`src/hdl/tmr8_cfg.svh`:
```
// Constants for the 8-bit timer with one compare unit
`ifndef TMR8_CFG_SVH
`define TMR8_CFG_SVH
`define TMR8_BOTTOM 8'h00
`define TMR8_MAX 8'hff
`define TMR8_MAX_PREV 8'hfe
`define TMR8_RST_CNT 8'h00
`define TMR8_RST_CMP 8'h00
`define TMR8_CS_STOP 3'h0
`define TMR8_CS_EXT_FALL 3'h6
`define TMR8_CS_EXT_RISE 3'h7
`define TMR8_COM_NONE 2'h0
`define TMR8_COM_TOGGLE 2'h1
`define TMR8_COM_CLEAR 2'h2
`define TMR8_COM_SET 2'h3
`endif

```
`src/hdl/tmr8_pkg.sv`:
```
// Types for the 8-bit timer with one compare unit
package tmr8_pkg;
   // Waveform modes
   typedef enum logic [1:0] {
      TMR8_WGM_NORMAL = 2'h0,
      TMR8_WGM_PHASE = 2'h1,
      TMR8_WGM_CTC = 2'h2,
      TMR8_WGM_FAST = 2'h3
   } tmr8_wgm_t;

   // Counter direction state, one-hot
   typedef enum logic [1:0] {
      TMR8_DIR_UP = 2'h1,
      TMR8_DIR_DOWN = 2'h2
   } tmr8_dir_t;

   // Control bits travelling together
   typedef struct packed {
      logic [2:0] clock_select_field;
      tmr8_wgm_t waveform_mode_field;
      logic [1:0] compare_output_action;
   } tmr8_ctrl_t;

   // Interrupt flag and mask bits
   typedef struct packed {
      logic compare_match_flag;
      logic overflow_flag;
   } tmr8_irq_t;
endpackage

```
`src/hdl/tmr8_timer.sv`:
```
// 8-bit timer/counter with one double-buffered compare unit
`timescale 1ns/1ps
`include "tmr8_cfg.svh"
//
// Functional notes
// - Counter and compare value are 8-bit registers, readable and writable.
// - Tick comes from prescaled clock or external pin, with selectable edge.
// - Clock select zero gives no tick; counter stays stopped.
// - Counter may be read and written at any time.
// - Counter write beats a coincident count or clear.
// - Each tick clears, increments or decrements per waveform mode.
// - Bottom is 0x00, maximum is 0xFF.
// - Top is 0xFF or the compare value, by mode.
// - Equality sets the compare match flag at the following tick.
// - Compare request needs flag, compare enable and global enable.
// - Compare match flag clears when its interrupt is serviced.
// - Writing one to the flag bit clears it.
// - Requests show in the flag register and are masked individually.
// - Overflow flag sets at a mode-defined point and can interrupt.
// - PWM modes write compare into a buffer; others write it directly.
// - Buffered compare value loads only at top or bottom.
// - Force strobe updates output like a match in non-PWM modes only.
// - Counter write blocks compare match for the next tick, even stopped.
// - Compare output state survives waveform mode changes.
// - Output action bits take effect immediately, unbuffered.
// - Mode 0 counts up, wraps, sets overflow when counter becomes zero.
// - Mode 2 clears counter on compare match; compare is top.
// - Mode 3 is single slope to maximum; overflow at maximum.
// - Reset clears the internal compare output register.

module tmr8_timer (
   input wire logic i_sys_clk,
   input wire logic i_rst_n,
   input wire tmr8_pkg::tmr8_ctrl_t i_ctrl,
   input wire logic i_prescale_tick,
   input wire logic i_external_count_pin,
   input wire logic i_cnt_wr,
   input wire logic [7:0] i_cnt_wdata,
   input wire logic i_cmp_wr,
   input wire logic [7:0] i_cmp_wdata,
   input wire logic i_force_compare_strobe,
   input wire tmr8_pkg::tmr8_irq_t i_flag_clr,
   input wire tmr8_pkg::tmr8_irq_t i_irq_mask,
   input wire logic i_global_irq_en,
   input wire tmr8_pkg::tmr8_irq_t i_irq_ack,
   output logic [7:0] o_count_value,
   output logic [7:0] o_compare_value,
   output tmr8_pkg::tmr8_irq_t o_irq_flags,
   output tmr8_pkg::tmr8_irq_t o_irq_req,
   output logic o_compare_output,
   output logic o_pin_override
);

   // ****************************************************
   // Tick generation
   // ****************************************************
   logic ext_meta_ff;
   logic ext_sync_ff;
   logic ext_prev_ff;
   logic timer_tick;
   logic ext_rise;
   logic ext_fall;

   // External pin is asynchronous; two flops before any edge logic
   always_ff @(posedge i_sys_clk or negedge i_rst_n) begin
      if (!i_rst_n) begin
         ext_meta_ff <= 1'b0;
         ext_sync_ff <= 1'b0;
         ext_prev_ff <= 1'b0;
      end else begin
         ext_meta_ff <= i_external_count_pin;
         ext_sync_ff <= ext_meta_ff;
         ext_prev_ff <= ext_sync_ff;
      end
   end

   assign ext_rise = ext_sync_ff & ~ext_prev_ff;
   assign ext_fall = ~ext_sync_ff & ext_prev_ff;

   // Source and edge choice; prescaler taps live outside this block
   always_comb begin
      case (i_ctrl.clock_select_field)
         `TMR8_CS_STOP: timer_tick = 1'b0;
         `TMR8_CS_EXT_FALL: timer_tick = ext_fall;
         `TMR8_CS_EXT_RISE: timer_tick = ext_rise;
         default: timer_tick = i_prescale_tick;
      endcase
   end

   // ****************************************************
   // Counter unit
   // ****************************************************
   logic [7:0] cnt_ff;
   logic [7:0] ocr_ff;
   logic [7:0] ocr_buf_ff;
   tmr8_pkg::tmr8_dir_t dir_ff;
   logic block_ff;
   logic is_pwm;
   logic at_bottom;
   logic at_max;
   logic match;
   logic [7:0] top_val;

   // PWM modes use buffering and forbid forcing
   function automatic logic pwm_mode(input tmr8_pkg::tmr8_wgm_t m);
      pwm_mode = (m == tmr8_pkg::TMR8_WGM_PHASE) || (m == tmr8_pkg::TMR8_WGM_FAST);
   endfunction

   assign is_pwm = pwm_mode(i_ctrl.waveform_mode_field);
   assign at_bottom = (cnt_ff == `TMR8_BOTTOM);
   assign at_max = (cnt_ff == `TMR8_MAX);
   assign top_val = (i_ctrl.waveform_mode_field == tmr8_pkg::TMR8_WGM_CTC) ?
                    ocr_ff : `TMR8_MAX;
   assign match = (cnt_ff == ocr_ff);

   // Counter: a processor write always wins over the tick
   always_ff @(posedge i_sys_clk or negedge i_rst_n) begin
      if (!i_rst_n) begin
         cnt_ff <= `TMR8_RST_CNT;
      end else if (i_cnt_wr) begin
         cnt_ff <= i_cnt_wdata;
      end else if (timer_tick) begin
         case (i_ctrl.waveform_mode_field)
            tmr8_pkg::TMR8_WGM_CTC: begin
               cnt_ff <= (cnt_ff == top_val) ? `TMR8_BOTTOM : cnt_ff + 8'h01;
            end
            tmr8_pkg::TMR8_WGM_PHASE: begin
               if (dir_ff == tmr8_pkg::TMR8_DIR_UP && !at_max) begin
                  cnt_ff <= cnt_ff + 8'h01;
               end else if (dir_ff == tmr8_pkg::TMR8_DIR_UP) begin
                  cnt_ff <= cnt_ff - 8'h01;
               end else if (!at_bottom) begin
                  cnt_ff <= cnt_ff - 8'h01;
               end else begin
                  cnt_ff <= cnt_ff + 8'h01;
               end
            end
            default: cnt_ff <= cnt_ff + 8'h01; // wraps at max
         endcase
      end
   end

   // Direction for dual slope: turn at max and bottom
   always_ff @(posedge i_sys_clk or negedge i_rst_n) begin
      if (!i_rst_n) begin
         dir_ff <= tmr8_pkg::TMR8_DIR_UP;
      end else if (i_ctrl.waveform_mode_field != tmr8_pkg::TMR8_WGM_PHASE) begin
         dir_ff <= tmr8_pkg::TMR8_DIR_UP;
      end else if (timer_tick && !i_cnt_wr) begin
         case (dir_ff)
            tmr8_pkg::TMR8_DIR_UP: if (at_max) dir_ff <= tmr8_pkg::TMR8_DIR_DOWN;
            tmr8_pkg::TMR8_DIR_DOWN: if (at_bottom) dir_ff <= tmr8_pkg::TMR8_DIR_UP;
            default: dir_ff <= tmr8_pkg::TMR8_DIR_UP;
         endcase
      end
   end

   // ****************************************************
   // Compare register and buffer
   // ****************************************************
   // Buffer captures writes in every mode
   always_ff @(posedge i_sys_clk or negedge i_rst_n) begin
      if (!i_rst_n) begin
         ocr_buf_ff <= `TMR8_RST_CMP;
      end else if (i_cmp_wr) begin
         ocr_buf_ff <= i_cmp_wdata;
      end
   end

   // Active compare: direct in non-PWM, reload at top/bottom in PWM
   always_ff @(posedge i_sys_clk or negedge i_rst_n) begin
      if (!i_rst_n) begin
         ocr_ff <= `TMR8_RST_CMP;
      end else if (!is_pwm) begin
         if (i_cmp_wr) begin
            ocr_ff <= i_cmp_wdata;
         end
      end else if (timer_tick && (at_max || at_bottom)) begin
         ocr_ff <= ocr_buf_ff;
      end
   end

   // Readback shows the buffer in PWM modes, the active value otherwise
   assign o_compare_value = is_pwm ? ocr_buf_ff : ocr_ff;
   assign o_count_value = cnt_ff;

   // Block lasts until the next tick, so it holds while the timer is stopped
   always_ff @(posedge i_sys_clk or negedge i_rst_n) begin
      if (!i_rst_n) begin
         block_ff <= 1'b0;
      end else if (i_cnt_wr) begin
         block_ff <= 1'b1;
      end else if (timer_tick) begin
         block_ff <= 1'b0;
      end
   end

   logic match_evt;
   assign match_evt = timer_tick && match && !block_ff && !i_cnt_wr;

   // ****************************************************
   // Flags and requests
   // ****************************************************
   logic ovf_evt;
   tmr8_pkg::tmr8_irq_t flags_ff;

   // Overflow point per mode
   always_comb begin
      case (i_ctrl.waveform_mode_field)
         tmr8_pkg::TMR8_WGM_NORMAL: ovf_evt = timer_tick && at_max; // zero next
         tmr8_pkg::TMR8_WGM_CTC: ovf_evt = timer_tick && at_max && !match;
         tmr8_pkg::TMR8_WGM_FAST: ovf_evt = timer_tick && (cnt_ff == `TMR8_MAX_PREV);
         default: ovf_evt = timer_tick && at_bottom
                            && (dir_ff == tmr8_pkg::TMR8_DIR_DOWN);
      endcase
      // The write wins over the count, so that tick raises no overflow
      if (i_cnt_wr) begin
         ovf_evt = 1'b0;
      end
   end

   // Set wins over a same-cycle clear or acknowledge
   always_ff @(posedge i_sys_clk or negedge i_rst_n) begin
      if (!i_rst_n) begin
         flags_ff <= '0;
      end else begin
         if (match_evt) begin
            flags_ff.compare_match_flag <= 1'b1;
         end else if (i_flag_clr.compare_match_flag || i_irq_ack.compare_match_flag) begin
            flags_ff.compare_match_flag <= 1'b0;
         end
         if (ovf_evt) begin
            flags_ff.overflow_flag <= 1'b1;
         end else if (i_flag_clr.overflow_flag || i_irq_ack.overflow_flag) begin
            flags_ff.overflow_flag <= 1'b0;
         end
      end
   end

   assign o_irq_flags = flags_ff;
   assign o_irq_req = (flags_ff & i_irq_mask) & {2{i_global_irq_en}};

   // ****************************************************
   // Compare output unit
   // ****************************************************
   logic oc_ff;
   logic force_evt;
   assign force_evt = i_force_compare_strobe && !is_pwm;

   // Action bits act immediately; mode switches leave oc_ff as it is
   always_ff @(posedge i_sys_clk or negedge i_rst_n) begin
      if (!i_rst_n) begin
         oc_ff <= 1'b0;
      end else if (!is_pwm) begin
         if (match_evt || force_evt) begin
            case (i_ctrl.compare_output_action)
               `TMR8_COM_TOGGLE: oc_ff <= ~oc_ff;
               `TMR8_COM_CLEAR: oc_ff <= 1'b0;
               `TMR8_COM_SET: oc_ff <= 1'b1;
               default: oc_ff <= oc_ff;
            endcase
         end
      end else if (i_ctrl.compare_output_action[1]) begin
         // PWM: action bit 0 selects inverting output
         if (match_evt) begin
            // Dual slope: a match on the way down undoes the one on the way up
            oc_ff <= i_ctrl.compare_output_action[0]
                     ^ (dir_ff == tmr8_pkg::TMR8_DIR_DOWN);
         end else if (timer_tick && i_ctrl.waveform_mode_field == tmr8_pkg::TMR8_WGM_FAST
                      && at_max) begin
            oc_ff <= ~i_ctrl.compare_output_action[0];
         end
      end
   end

   assign o_compare_output = oc_ff;
   assign o_pin_override = (i_ctrl.compare_output_action != `TMR8_COM_NONE);
endmodule

```
`config.mk`:
```
export PLATFORM = sky130hd
export DESIGN_NAME = tmr8_timer
export DESIGN_NICKNAME = d
export VERILOG_FILES = /design/src/hdl/tmr8_pkg.sv /design/src/hdl/tmr8_timer.sv
export VERILOG_INCLUDE_DIRS = /design/src /design/src/hdl
export SDC_FILE = /design/constraint.sdc
export NUM_CORES = 1
export LEC_CHECK = 0
export BUFFER_PORTS_ARGS = -buffer_cell sky130_fd_sc_hd__buf_4
export CORE_UTILIZATION = 30
export CTS_BUF_LIST = sky130_fd_sc_hd__clkbuf_4 sky130_fd_sc_hd__clkbuf_8
export DETAILED_ROUTE_END_ITERATION = 12
export HOLD_SLACK_MARGIN = 0.06
export SLEW_MARGIN = 20
export SYNTH_ARGS = -nofsm -noshare
export SYNTH_HDL_FRONTEND = slang
export SYNTH_SLANG_ARGS = --single-unit
```
`constraint.sdc`:
```
create_clock -name i_sys_clk -period 2.1 [get_ports i_sys_clk]
set_input_delay 0.21 -clock i_sys_clk [delete_from_list [all_inputs] [get_ports i_sys_clk]]
set_output_delay 0.21 -clock i_sys_clk [all_outputs]
set_load 0.02 [all_outputs]
```
Word-level counts from Yosys, hierarchy flattened --
Index checks and enable logic that the tools add are counted.
Storage, ports and cells: input bits 37, output and inout port bits 22, register bits after elaboration 33
Cells by class: bitwise gates (word level) 9, eq/ne operators 20, add/subtract/negate cells 2, mux-type cells 32, reductions and logical operators 38
Operator list (count):
- 8-bit 2-to-1 mux | 11
- 8-bit equality test | 2
- 8-bit equality test, second input constant | 2
- 8-bit one-hot mux with 2 select lines | 1
- 1-bit logical AND | 14
- 2-bit nonzero test | 7
- 1-bit 2-to-1 mux | 12
- 2-bit equality test, second input constant | 5
- 1-bit one-hot mux with 3 select lines | 3
- 8-bit by 1-bit adder with 8-bit output, second input constant | 1
- 8-bit zero test | 1
- 2-bit 2-to-1 mux | 4
- 8-bit by 1-bit subtractor with 8-bit output, second input constant | 1
- 2-bit by 1-bit equality test with 1-bit output, second input constant | 3
- 3-bit equality test, second input constant | 2
- 1-bit zero test | 5
- 1-bit logical OR | 5
- 2-bit AND | 2
- 2-bit by 1-bit != test with 1-bit output, second input constant | 2
- 1-bit inverter | 4
- 2-bit one-hot mux with 2 select lines | 1
- 4-bit AND reduction | 1
- 4-bit nonzero test | 1
- 3-bit zero test | 1
- 9 further kinds | 10

Longest topological paths before layout --
Gate-level depths: netlist (run 1).
word-level depth 9, depth in mapped cells 8

Worst setup path before layout (run 1) --
OpenSTA, ideal clock, no wires.
kind flip-flop to flip-flop, start register cnt_ff[0], in the netlist o_count_value[0], end register cnt_ff[2], in the netlist o_count_value[2], slack 0.142 ns, period minus slack after synthesis 1.958 ns, setup time 0.128 ns, stages on the path, launching flop included 8, arrival time 1.831 ns, path through dfrtp_1 > ha_1 > and3_1 > and3_1 > a21oi_4 > mux2i_1 > xor2_1 > o22ai_1
On the way: longest elaborated chain between the ends 7, elaborated cells between the ends (all ways) 14
Ends and longest elaborated chain:
- start: declaration | RTL line tmr8_timer.sv:93 | logic [7:0] cnt_ff;
- start signal: assignment | RTL line tmr8_timer.sv:119 | cnt_ff <= `TMR8_RST_CNT;
- start signal: assignment | RTL line tmr8_timer.sv:121 | cnt_ff <= i_cnt_wdata;
- start signal: assignment | RTL line tmr8_timer.sv:125 | cnt_ff <= (cnt_ff == top_val) ? `TMR8_BOTTOM : cnt_ff + 8'h01;
- 8-bit by 1-bit subtractor with 8-bit output, or another cell as far along | RTL line tmr8_timer.sv:131, tmr8_timer.sv:133
- 8-bit 2-to-1 mux or 1-bit zero test (tied branches) | RTL line tmr8_timer.sv:132, tmr8_timer.sv:128
- 8-bit 2-to-1 mux or 1-bit logical AND (tied branches) | RTL line tmr8_timer.sv:130, tmr8_timer.sv:128
- 8-bit 2-to-1 mux | RTL line tmr8_timer.sv:128 | if (dir_ff == tmr8_pkg::TMR8_DIR_UP && !at_max) begin
- 8-bit one-hot mux with 2 select lines * | RTL line tmr8_timer.sv:123 | case (i_ctrl.waveform_mode_field)
- 8-bit 2-to-1 mux * | RTL line tmr8_timer.sv:122 | end else if (timer_tick) begin
- 8-bit 2-to-1 mux * | RTL line tmr8_timer.sv:120 | end else if (i_cnt_wr) begin
Mark *: on every way between the ends. The rest lies on a longest branch, timed or not. The select of a mux whose other input is x is not followed. A chain may end at the register's enable or synchronous reset.

Worst setup path in the final report (run 1) --
start register cnt_ff[5], in the netlist o_count_value[5], end register oc_ff, in the netlist o_compare_output
On the way: longest elaborated chain between the ends 7, elaborated cells between the ends (all ways) 13
Ends and longest elaborated chain:
- 8-bit equality test | RTL line tmr8_timer.sv:114 | assign match = (cnt_ff == ocr_ff);
- 1-bit logical AND (3 in series) | RTL line tmr8_timer.sv:199 | assign match_evt = timer_tick && match && !block_ff && !i_cnt_wr;
- 1-bit 2-to-1 mux or 1-bit logical OR (tied branches) | RTL line tmr8_timer.sv:265, tmr8_timer.sv:255
- 1-bit 2-to-1 mux or 2-bit nonzero test (tied branches)
- 1-bit 2-to-1 mux or 4-bit AND reduction (tied branches)
- end signal: assignment | RTL line tmr8_timer.sv:257 | `TMR8_COM_TOGGLE: oc_ff <= ~oc_ff;
- end signal: assignment | RTL line tmr8_timer.sv:267 | oc_ff <= i_ctrl.compare_output_action[0]
- end signal: assignment | RTL line tmr8_timer.sv:271 | oc_ff <= ~i_ctrl.compare_output_action[0];
- end: declaration | RTL line tmr8_timer.sv:246 | logic oc_ff;
Parallel ways exist; a longest one is shown, timed or not. The select of a mux whose other input is x is not followed.

==> out/qor.yml, run 1 <==
cts_setup_buffers: 0
synth_seq_cells: 33
drt-initial-drc-count: 117
switching_power_mw: 0.759
power.density_nw_per_um2: 732
swShare_pct: 33.0
avgSynthCellArea_um2: 8.99
finalSetupViolCount: 0
status: "completed"
hold_path.class: "input port to flip-flop"
hpwl_um: 4780
comb_power_share_pct: 32.2
cp_data_arrival_time_ps: 2180
drt_wl_total_um: 6340
dieWidth_um: 91.6
cts_buffers: 5
synth_cell_types: 56
clkPwrFrac_pct: 32.4
grt_max_degree: 34
cap_violations: 0
synth_flop_cell: "dfrtp_1"
cts_tree: "done"
areaGrowthSynthToFinish_pct: 30.5
crit_type: "flip-flop to flip-flop"
min_period_over_period_pct: 95.6
nNetsFinal: 378
antenna_found_initial: 0
clk_pin_slew_ps: 80
coreArea_um2: 7770
drtPass1Iterations: 4
power_mw: 2.30
fin_area_um2: 3140
grt_pass1_vias: 2110
dieHeight_um: 91.6
cp_max_fo: 4
wl_per_cell_um: 14.5
grt.overflow.total: 0
synth-edff-count: 0
finalClockSkew_ps: 5.18
worstMarginPinSlew_ps: 662
place_ws_ps: 122
clk_latency_ps: 290
num_rows: 32
via_per_inst: 4.97
num_antenna_cells: 0
critPathCaptureType: "flip-flop"
timing.final.crit_period_ps: 2010
ant_nets: 0
synth_area_um2: 2410
dieArea_um2: 8400
drive_gt1_share_pct: 33.2
instances_no_fill: 436
synth_seq_area_share_pct: 34.3
internal_power_mw: 1.54
peakVddDrop_v: 0.000346
hold_viol: 0
vias: 2167
cts.htree.levels: 2
setup_slack_ps: 92.5
ioPinCount: 59
clockRootBuffer: "clkbuf_8"
rsz0062_at_grt: "yes"
grt_pass1_wl_um: 10500
fmax_mhz: 498
clock_sinks: 33
slew_headroom_pct: 55.6
worst_ep_required_time_ps: 2270
drc: 0
p_seq_share_pct: 35.4
placed_area_um2: 2980
async_flop_share_pct: 100
portBuffers: 58
gp_congestion: 0.954
synth_fp_nets: 313
dp_cells: 426
slew_violations: 0
crit_path_start_kind: "flip-flop"
start_util_pct: 31.0
clk_path_buf_depth: 2
grtUsageTotal_pct: 15.8
yosysWarnings: 0
final_core_util_pct: 40.5
syn_inst: 268
p_leak_nw: 1.45
-- metal layers --
layer | global-route usage [%] | vias up | share of wire, %
met5 | 0 | - | 0
met2 | 24.9 | 63 | 46
met4 | 4.23 | 0 | 1.0
met1 | 21.8 | 1028 | 47
met3 | 3.40 | 7 | 5.7
li1 | - | 1069 | -
-- path summary, 6_finish.rpt --
path,from,endpoint,slack (ps),cells past startpoint
worst max-delay path,o_count_value[5]$_DFFE_PN0P_,o_compare_output$_DFFE_PN0P_,90,6
worst min-delay path,i_cmp_wdata[2],ocr_buf_ff[2]$_DFFE_PN0P_,150,2
worst max register to register,o_count_value[5]$_DFFE_PN0P_,o_compare_output$_DFFE_PN0P_,90,6
worst min register to register,ext_meta_ff$_DFF_PN0_,ext_sync_ff$_DFF_PN0_,350,0
max in group asynchronous,i_rst_n,dir_ff[0]$_DFFE_PN1P_,1370,2
min in group asynchronous,i_rst_n,o_count_value[6]$_DFFE_PN0P_,400,2
-- layout by cell type (no fill, tap or decap), types with 4 or more instances in the layout --
cell type  count
a211oi_1       4
a21oi_1       15
and3_1         5
buf_4         68
clkbuf_8       5
dfrtp_1       30
ha_1           8
inv_1          9
mux2_2         8
mux2_4         8
nand2_1       57
nand3_1        4
nor2_1        20
nor3_1         5
o21ai_0        8
xnor2_1        5
xor2_1        12
-- stage by stage --
stage	hold WS [ps]	setup TNS (ps)
after global placement	189	0
final	151	0
after floorplan	-85.6	0
after CTS	147	0
after global routing	147	-10.3
after detailed placement	184	0
-- timing repair --
| action | in CTS | in global routing |
|---|---|---|
| endpoints found under the setup margin | 0 | 6 |
| endpoints found under the hold margin | 33 | 0 |
| gates resized for setup | 0 | 4 |
| hold buffers | 2 | 0 |
-- worst max-delay path, cell delays in order (launching register included) --
cell	delay, ps
dfrtp_2	460
xor2_1	200
nor4_4	370
o2111ai_2	250
or2_0	270
a41oi_1	220
o211ai_1	110
-- cell type report --
class                   instances  area [um^2]
fillers                       804         4620
multi-input cells             214         1490
flip-flops and latches         33          830
repair buffers                 70          531
well taps                     102          128
clock buffers                   5         68.8
clock inverters                 3         68.8
inverters                       9         33.8
-- cells in the mapped netlist (all sizes together) (3+ instances only) --
| cell type | n | share of area, % |
|---|---|---|
| nand3 | 5 | 1.6 |
| nor3 | 5 | 1.0 |
| a21oi | 18 | 4.8 |
| nor4 | 5 | 2.8 |
| mux2 | 16 | 8.7 |
| ha | 8 | 4.2 |
| nor2b | 3 | 0.78 |
| a211oi | 5 | 1.8 |
| mux2i | 3 | 1.2 |
| clkbuf | 4 | 0.62 |
| xnor2 | 5 | 1.8 |
| dfrtp | 32 | 33 |
| nand2 | 57 | 8.9 |
| xor2 | 12 | 4.4 |
| or2 | 4 | 1.0 |
| buf | 8 | 2.4 |
| o21ai | 11 | 2.3 |
| and3 | 6 | 1.6 |
| inv | 9 | 1.4 |
| nor2 | 21 | 3.4 |
-- state kept, by name, summed over array words and instances (netlist names) --
name              cells
o_irq_flags           2
ext_prev_ff           1
dir_ff                2
o_compare_output      1
ocr_buf_ff            8
block_ff              1
ext_sync_ff           1
o_count_value         8
ext_meta_ff           1
ocr_ff                8
-- logic make-up (layout without fill, tap and decap cells) --
group	Yosys count	in the layout	share of synthesized area, %
xor gates and xnor gates	17	17	6.18
buffers and inverters	21	87	4.41
DFF	33	33	34.3
muxes	19	19	9.97
and+or+nand+nor	117	117	24.3
AOI/OAI and AO/OA	53	53	16.7
adders and majority gates	8	8	4.15
-- power by group through the flow --
stage	clock network, mW	registers (mW)	logic [mW]
detailed placement	0	0.826	0.734
floorplan	0	0.818	0.471
global route	0.783	0.828	0.808
global placement	0	0.823	0.732
CTS	0.757	0.813	0.742
finish	0.746	0.814	0.740
No activity file was read; power rests on OpenSTA's default activity.
==> run 2: changes to the inputs <==
--- a/config.mk
+++ b/config.mk
@@ -7,8 +7,9 @@
 export NUM_CORES = 1
 export LEC_CHECK = 0
 export BUFFER_PORTS_ARGS = -buffer_cell sky130_fd_sc_hd__buf_4
+export CORE_ASPECT_RATIO = 1.1
 export CORE_UTILIZATION = 30
-export CTS_BUF_LIST = sky130_fd_sc_hd__clkbuf_4 sky130_fd_sc_hd__clkbuf_8
+export CTS_BUF_LIST = sky130_fd_sc_hd__clkbuf_8
 export DETAILED_ROUTE_END_ITERATION = 12
 export HOLD_SLACK_MARGIN = 0.06
 export SLEW_MARGIN = 20
==> run 2 against run 1 <==
  * Non-clock buffer count up 7
  * Global-route usage up 1.3 points
  * Hold slack worse by 3.2 ps
  * Sequential power about the same
  * Core utilization up 0.97 points
  * Design area up 0.16%
  * Wire length up 2.1%
  * Largest power group unchanged
  * Sequential share of layout area about the same
  * Flip-flop and latch count unchanged
  * Setup slack worse by 17 ps
  * Register-to-register slack worse by 20 ps
  * Critical path type unchanged
  * Largest cell class unchanged
  * Cell count up 2.3%
==> out/qor.yml, run 2 (synthesis gave the netlist of run 1 again) <==
clk_path_buf_depth: 2  # unchanged
power.density_nw_per_um2: 659  # was 732 nW/um^2
p_leak_nw: 1.45  # about the same
setup_slack_ps: 75.6  # was 92.5 ps
clk_latency_ps: 290  # about the same
ioPinCount: 59  # unchanged
hpwl_um: 5030  # was 4780 um
final_core_util_pct: 41.5  # was 40.5%
cp_max_fo: 5  # was 4
num_rows: 33  # was 32
startpoint: "o_count_value[4]$_DFFE_PN0P_"  # was o_count_value[5]$_DFFE_PN0P_
dieWidth_um: 87.5  # was 91.6 um
crit_type: "flip-flop to flip-flop"  # unchanged
clk_pin_slew_ps: 80  # about the same
min_period_over_period_pct: 96.4  # was 95.6%
cap_violations: 0  # unchanged
via_per_inst: 4.82  # was 4.97
hold_viol: 0  # unchanged
peakVddDrop_v: 0.000377  # was 0.000346 V
cp_slowest_stage_delay_ps: 440  # was 460 ps
worstMarginPinSlew_ps: 773  # was 662 ps
multi_input_area_um2: 1480  # was 1490 um^2
slew_headroom_pct: 48.1  # was 55.6%
highest_layer: "met4"  # unchanged
finalSetupViolCount: 0  # unchanged
fmax_mhz: 494  # was 498 MHz
gp_congestion: 0.904  # was 0.954
status: "completed"  # unchanged
drtPass1Iterations: 4  # unchanged
dr_wl_met2_um: 3120  # was 2910 um
grt_max_degree: 34  # unchanged
dieArea_um2: 8400  # about the same
nFillCells: 798  # was 804
cts.htree.levels: 2  # unchanged
ff_latch_area_um2: 830  # unchanged
drc: 0  # unchanged
start_util_pct: 31.7  # was 31.0%
dieHeight_um: 96  # was 91.6 um
areaGrowthSynthToFinish_pct: 30.7  # was 30.5%
antenna_found_initial: 0  # unchanged
worst_ep_required_time_ps: 2300  # was 2270 ps
crit_chain: "nor4_4, nand3_4, a211oi_1, nor3_1, nand3b_1, a21oi_1"  # was xor2_1, nor4_4, o2111ai_2, or2_0, a41oi_1, o211ai_1
ff2ff_setup_slack_ps: 80  # was 90 ps
coreArea_um2: 7600  # was 7770 um^2
crit_path_start_kind: "flip-flop"  # unchanged
clock_sinks: 33  # unchanged
nNetsFinal: 385  # was 378
ant_nets: 0  # unchanged
reg2reg_from: "o_count_value[4]$_DFFE_PN0P_"  # was o_count_value[5]$_DFFE_PN0P_
portBuffers: 58  # unchanged
cp_data_arrival_time_ps: 2230  # was 2180 ps
finalClockSkew_ps: 8.20  # was 5.18 ps
drt_wl_total_um: 6470  # was 6340 um
critPathCaptureType: "flip-flop"  # unchanged
final_common_cell: "buf_4"  # unchanged
rsz0062_at_grt: "yes"  # unchanged
num_antenna_cells: 0  # unchanged
place_ws_ps: 72.6  # was 122 ps
hold_path.class: "input port to flip-flop"  # unchanged
crit_path_top_delay_cell: "dfrtp_1"  # was dfrtp_2
fin_tns_setup_ps: 0  # unchanged
vias: 2149  # was 2167
layout_common_cells: "75 x buf_4, 57 x nand2_1, 30 x dfrtp_1"  # was 68 x buf_4, 57 x nand2_1, 30 x dfrtp_1
timing.final.crit_period_ps: 2020  # was 2010 ps
clockRootBuffer: "clkbuf_8"  # unchanged
worstHoldEndpoint: "o_irq_flags[1]$_DFFE_PN0P_"  # was ocr_buf_ff[2]$_DFFE_PN0P_
min_from: "i_flag_clr[1]"  # was i_cmp_wdata[2]
grt_pass1_vias: 2218  # was 2110
slew_violations: 0  # unchanged
grt_pass1_wl_um: 10800  # was 10500 um
cts_buffers: 5  # unchanged
drive_gt1_share_pct: 34.6  # was 33.2%
r2r_cells: 6  # unchanged
drt-met1-wl_um: 3020  # was 3000 um
route.met3.wl_um: 228  # was 360 um
hold-path-cell-count: 4  # was 2
drt-initial-drc-count: 53  # was 117
grt.overflow.total: 0  # unchanged
grtUsageTotal_pct: 17.1  # was 15.8%
wl_per_cell_um: 14.5  # about the same
cts_tree: "done"  # unchanged
r2r-end: "o_count_value[3]$_DFFE_PN0P_"  # was o_compare_output$_DFFE_PN0P_
-- run 2: stage by stage --
stage / area [um^2] / total power [mW] / std cells / hold WS [ps]
6_report: 3150 / 2.07 / 446 / 148
5_1_grt: 3150 / 2.22 / 446 / 144
4_1_cts: 3130 / 2.10 / 444 / 139
3_5_place_dp: 3020 / 1.58 / 434 / 190
3_3_place_gp: 3020 / 1.57 / 434 / 190
2_1_floorplan: 2410 / 1.29 / 268 / -85.6
-- run 2: worst max-delay path by stage --
stage                                              end  slack [ps]
after floorplan           o_count_value[2]$_DFFE_PN0P_         140
after global placement    o_compare_output$_DFFE_PN0P_         120
after detailed placement  o_count_value[3]$_DFFE_PN0P_          70
after CTS                 o_count_value[3]$_DFFE_PN0P_          60
after global routing      o_compare_output$_DFFE_PN0P_          -4
final                     o_count_value[3]$_DFFE_PN0P_          80
-- run 2: what timing repair did --
action                                 4_1_cts  5_1_grt
endpoints found under the hold margin       33        0
buffers inserted                             0        2
gates resized for setup                      0        3
setup endpoints to repair                    0        3
hold buffers                                 2        0
-- run 2: report_power, final --
group | total, mW | leakage, nW | switching, mW | internal, mW
combinational | 0.756 | 1.02 | 0.396 | 0.360
sequential | 0.812 | 0.388 | 0.0954 | 0.716
clock | 0.507 | 0.0364 | 0.274 | 0.233
-- run 2: layout make-up --
type,count,share of cell area (%)
multi-input cells,214,47.0
clock inverters,3,0.715
well taps,105,4.17
repair buffers,77,18.5
flip-flops and latches,33,26.3
clock buffers,5,2.19
inverters,9,1.07
-- run 2: critical path: cells and delay by family, from the launching register on --
kind	cells	cell delay, ps
AOI/OAI and AO/OA	2	630
DFF	1	440
and+or+nand+nor	4	860
-- run 2: layer usage --
| layer | GRT usage [%] | up-vias |
|---|---|---|
| met5 | 0 | - |
| met4 | 6.15 | 0 |
| met3 | 3.26 | 8 |
| met2 | 29.4 | 37 |
| met1 | 21.3 | 1028 |
| li1 | - | 1076 |
==> run 3: changes to the inputs <==
--- a/config.mk
+++ b/config.mk
@@ -7,8 +7,8 @@
 export NUM_CORES = 1
 export LEC_CHECK = 0
 export BUFFER_PORTS_ARGS = -buffer_cell sky130_fd_sc_hd__buf_4
-export CORE_ASPECT_RATIO = 1.1
-export CORE_UTILIZATION = 30
+export CORE_ASPECT_RATIO = 0.9
+export CORE_UTILIZATION = 35
 export CTS_BUF_LIST = sky130_fd_sc_hd__clkbuf_8
 export DETAILED_ROUTE_END_ITERATION = 12
 export HOLD_SLACK_MARGIN = 0.06
==> run 3 against run 2 <==
  * Design area about the same
  * Sequential power decreased by 0.5%
  * Wire length decreased by 3.2%
  * Cell count decreased by 3.6%
  * Flip-flop and latch count unchanged
  * Power up 5.5%
  * Core utilization grew 6.1 points
  * Die area decreased by 14%
  * Clock skew shrank 1.9 ps
  * Global-route usage increased by 2.1 points
  * Critical path depth unchanged
  * Critical path type unchanged
==> out/qor.yml, run 3 (synthesis gave the netlist of run 1 again) <==
slew_headroom_pct: 50.6  # was 48.1%
met1_usage_pct: 26.4  # was 21.3%
r2r_cells: 6  # unchanged
cp-endpoint: "o_count_value[5]$_DFFE_PN0P_"  # was o_count_value[3]$_DFFE_PN0P_
cp_max_fo: 5  # unchanged
cts_buffers: 5  # unchanged
grt_pass1_wl_um: 10300  # was 10800 um
nNetsFinal: 384  # was 385
timing.final.crit_period_ps: 1990  # was 2020 ps
critPathCaptureType: "flip-flop"  # unchanged
areaGrowthSynthToFinish_pct: 30.8  # was 30.7%
clk_pin_slew_ps: 80  # about the same
final_common_cell: "buf_4"  # unchanged
cts.htree.levels: 2  # unchanged
start_util_pct: 36.4  # was 31.7%
worstMarginPinSlew_ps: 736  # was 773 ps
dieWidth_um: 89.5  # was 87.5 um
cp_slowest_stage_delay_ps: 470  # was 440 ps
grt_use_met2_pct: 30.2  # was 29.4%
vias: 2136  # was 2149
fin_tns_setup_ps: 0  # unchanged
crit_chain: "nor4_4, and3_2, nor2_1, o311ai_4, a221oi_1, nor2_1"  # was nor4_4, nand3_4, a211oi_1, nor3_1, nand3b_1, a21oi_1
hpwl_um: 4790  # was 5030 um
num_rows: 28  # was 33
dieArea_um2: 7220  # was 8400 um^2
ioPinCount: 59  # unchanged
r2r-end: "o_count_value[5]$_DFFE_PN0P_"  # was o_count_value[3]$_DFFE_PN0P_
drive_gt1_share_pct: 35.0  # was 34.6%
drc: 0  # unchanged
final_core_util_pct: 47.6  # was 41.5%
status: "completed"  # unchanged
grtUsageTotal_pct: 19.2  # was 17.1%
use_met3_pct: 3.29  # was 3.26%
finalClockSkew_ps: 6.29  # was 8.20 ps
grt_max_degree: 34  # unchanged
hold_viol: 0  # unchanged
layout_common_cells: "74 x buf_4, 57 x nand2_1, 29 x dfrtp_1"  # was 75 x buf_4, 57 x nand2_1, 30 x dfrtp_1
gp_congestion: 0.903  # was 0.904
instances_no_fill: 430  # was 446
antenna_found_initial: 0  # unchanged
peakVddDrop_v: 0.000335  # was 0.000377 V
power.density_nw_per_um2: 694  # was 659 nW/um^2
drt_wl_total_um: 6270  # was 6470 um
drtPass1Iterations: 4  # unchanged
crit_type: "flip-flop to flip-flop"  # unchanged
wl_per_cell_um: 14.6  # was 14.5 um
startpoint: "o_count_value[2]$_DFFE_PN0P_"  # was o_count_value[4]$_DFFE_PN0P_
dieHeight_um: 80.7  # was 96 um
dp_cells: 415  # was 434
p_leak_nw: 1.46  # was 1.45 nW
grt.overflow.total: 0  # unchanged
worst_ep_required_time_ps: 2310  # was 2300 ps
clk_latency_ps: 300  # was 290 ps
crit_path_frequent_cell: "nor2_1"
crit_path_top_delay_cell: "dfrtp_2"  # was dfrtp_1
num_antenna_cells: 0  # unchanged
via_per_inst: 4.97  # was 4.82
ff2ff_setup_slack_ps: 110  # was 80 ps
fmax_mhz: 503  # was 494 MHz
clock_sinks: 33  # unchanged
slew_violations: 0  # unchanged
crit_path_start_kind: "flip-flop"  # unchanged
clk_path_buf_depth: 2  # unchanged
drt-initial-drc-count: 121  # was 53
portBuffers: 58  # unchanged
cap_violations: 0  # unchanged
clockRootBuffer: "clkbuf_8"  # unchanged
grt_pass1_vias: 2076  # was 2218
place_ws_ps: 114  # was 72.6 ps
top_usage_layer: "met2"  # unchanged
finalSetupViolCount: 0  # unchanged
cts_tree: "done"  # unchanged
reg2reg_from: "o_count_value[2]$_DFFE_PN0P_"  # was o_count_value[4]$_DFFE_PN0P_
setup_slack_ps: 111  # was 75.6 ps
ant_nets: 0  # unchanged
coreArea_um2: 6620  # was 7600 um^2
cp_data_arrival_time_ps: 2200  # was 2230 ps
min_period_over_period_pct: 94.7  # was 96.4%
hold_path.class: "input port to flip-flop"  # unchanged
[run 3: worst min path at each step]
stage	from	to	slack, ps	cells after the start
after global placement	i_rst_n	block_ff$_DFFE_PN0P_	190	1
final	i_ctrl[0]	o_compare_output$_DFFE_PN0P_	150	2
after CTS	i_cmp_wdata[3]	ocr_buf_ff[3]$_DFFE_PN0P_	140	2
after detailed placement	i_rst_n	o_count_value[1]$_DFFE_PN0P_	190	1
after floorplan	i_rst_n	block_ff$_DFFE_PN0P_	-90	0
after global routing	i_cmp_wdata[6]	ocr_buf_ff[6]$_DFFE_PN0P_	140	2
[run 3: worst max-delay path, delay by kind of cell (launching register included)]
kind / cells / cell delay [ps]
DFF: 1 / 470
and+or+nand+nor: 4 / 1040
AOI/OAI and AO/OA: 2 / 390
[run 3: timing repair]
item	4_1_cts	5_1_grt
endpoints found under the setup margin	0	4
setup buffers	0	5
endpoints found under the hold margin	33	0
gates resized for setup	0	5
hold buffers	2	0
[run 3: final cells by class]
type                            count  area (um^2)
Inverter                            9         33.8
Sequential cell                    33          831
Clock inverter                      3         46.3
Fill cell                         642         3470
Clock buffer                        5         68.8
Tap cell                           90          113
Multi-Input combinational cell    214         1480
Timing Repair Buffer               76          576
[run 3: report_power, final]
part	total [mW]	internal [mW]	switching (mW)
clock network	0.622	0.355	0.266
registers	0.808	0.717	0.0907
logic	0.758	0.359	0.400
[run 3: layer usage]
metal	wire (um)	part of all wire (%)
met3	257	4.1
met4	61	0.97
met5	0	0
met1	3020	48
met2	2920	47
[run 3: metrics by stage]
stage                     power (mW)  cell area, um^2  hold slack (ps)
final                           2.19             3150              150
after global routing            2.32             3150              144
after CTS                       2.20             3100              142
after detailed placement        1.56             2970              189
after global placement          1.56             2970              191
after floorplan                 1.29             2410            -85.6
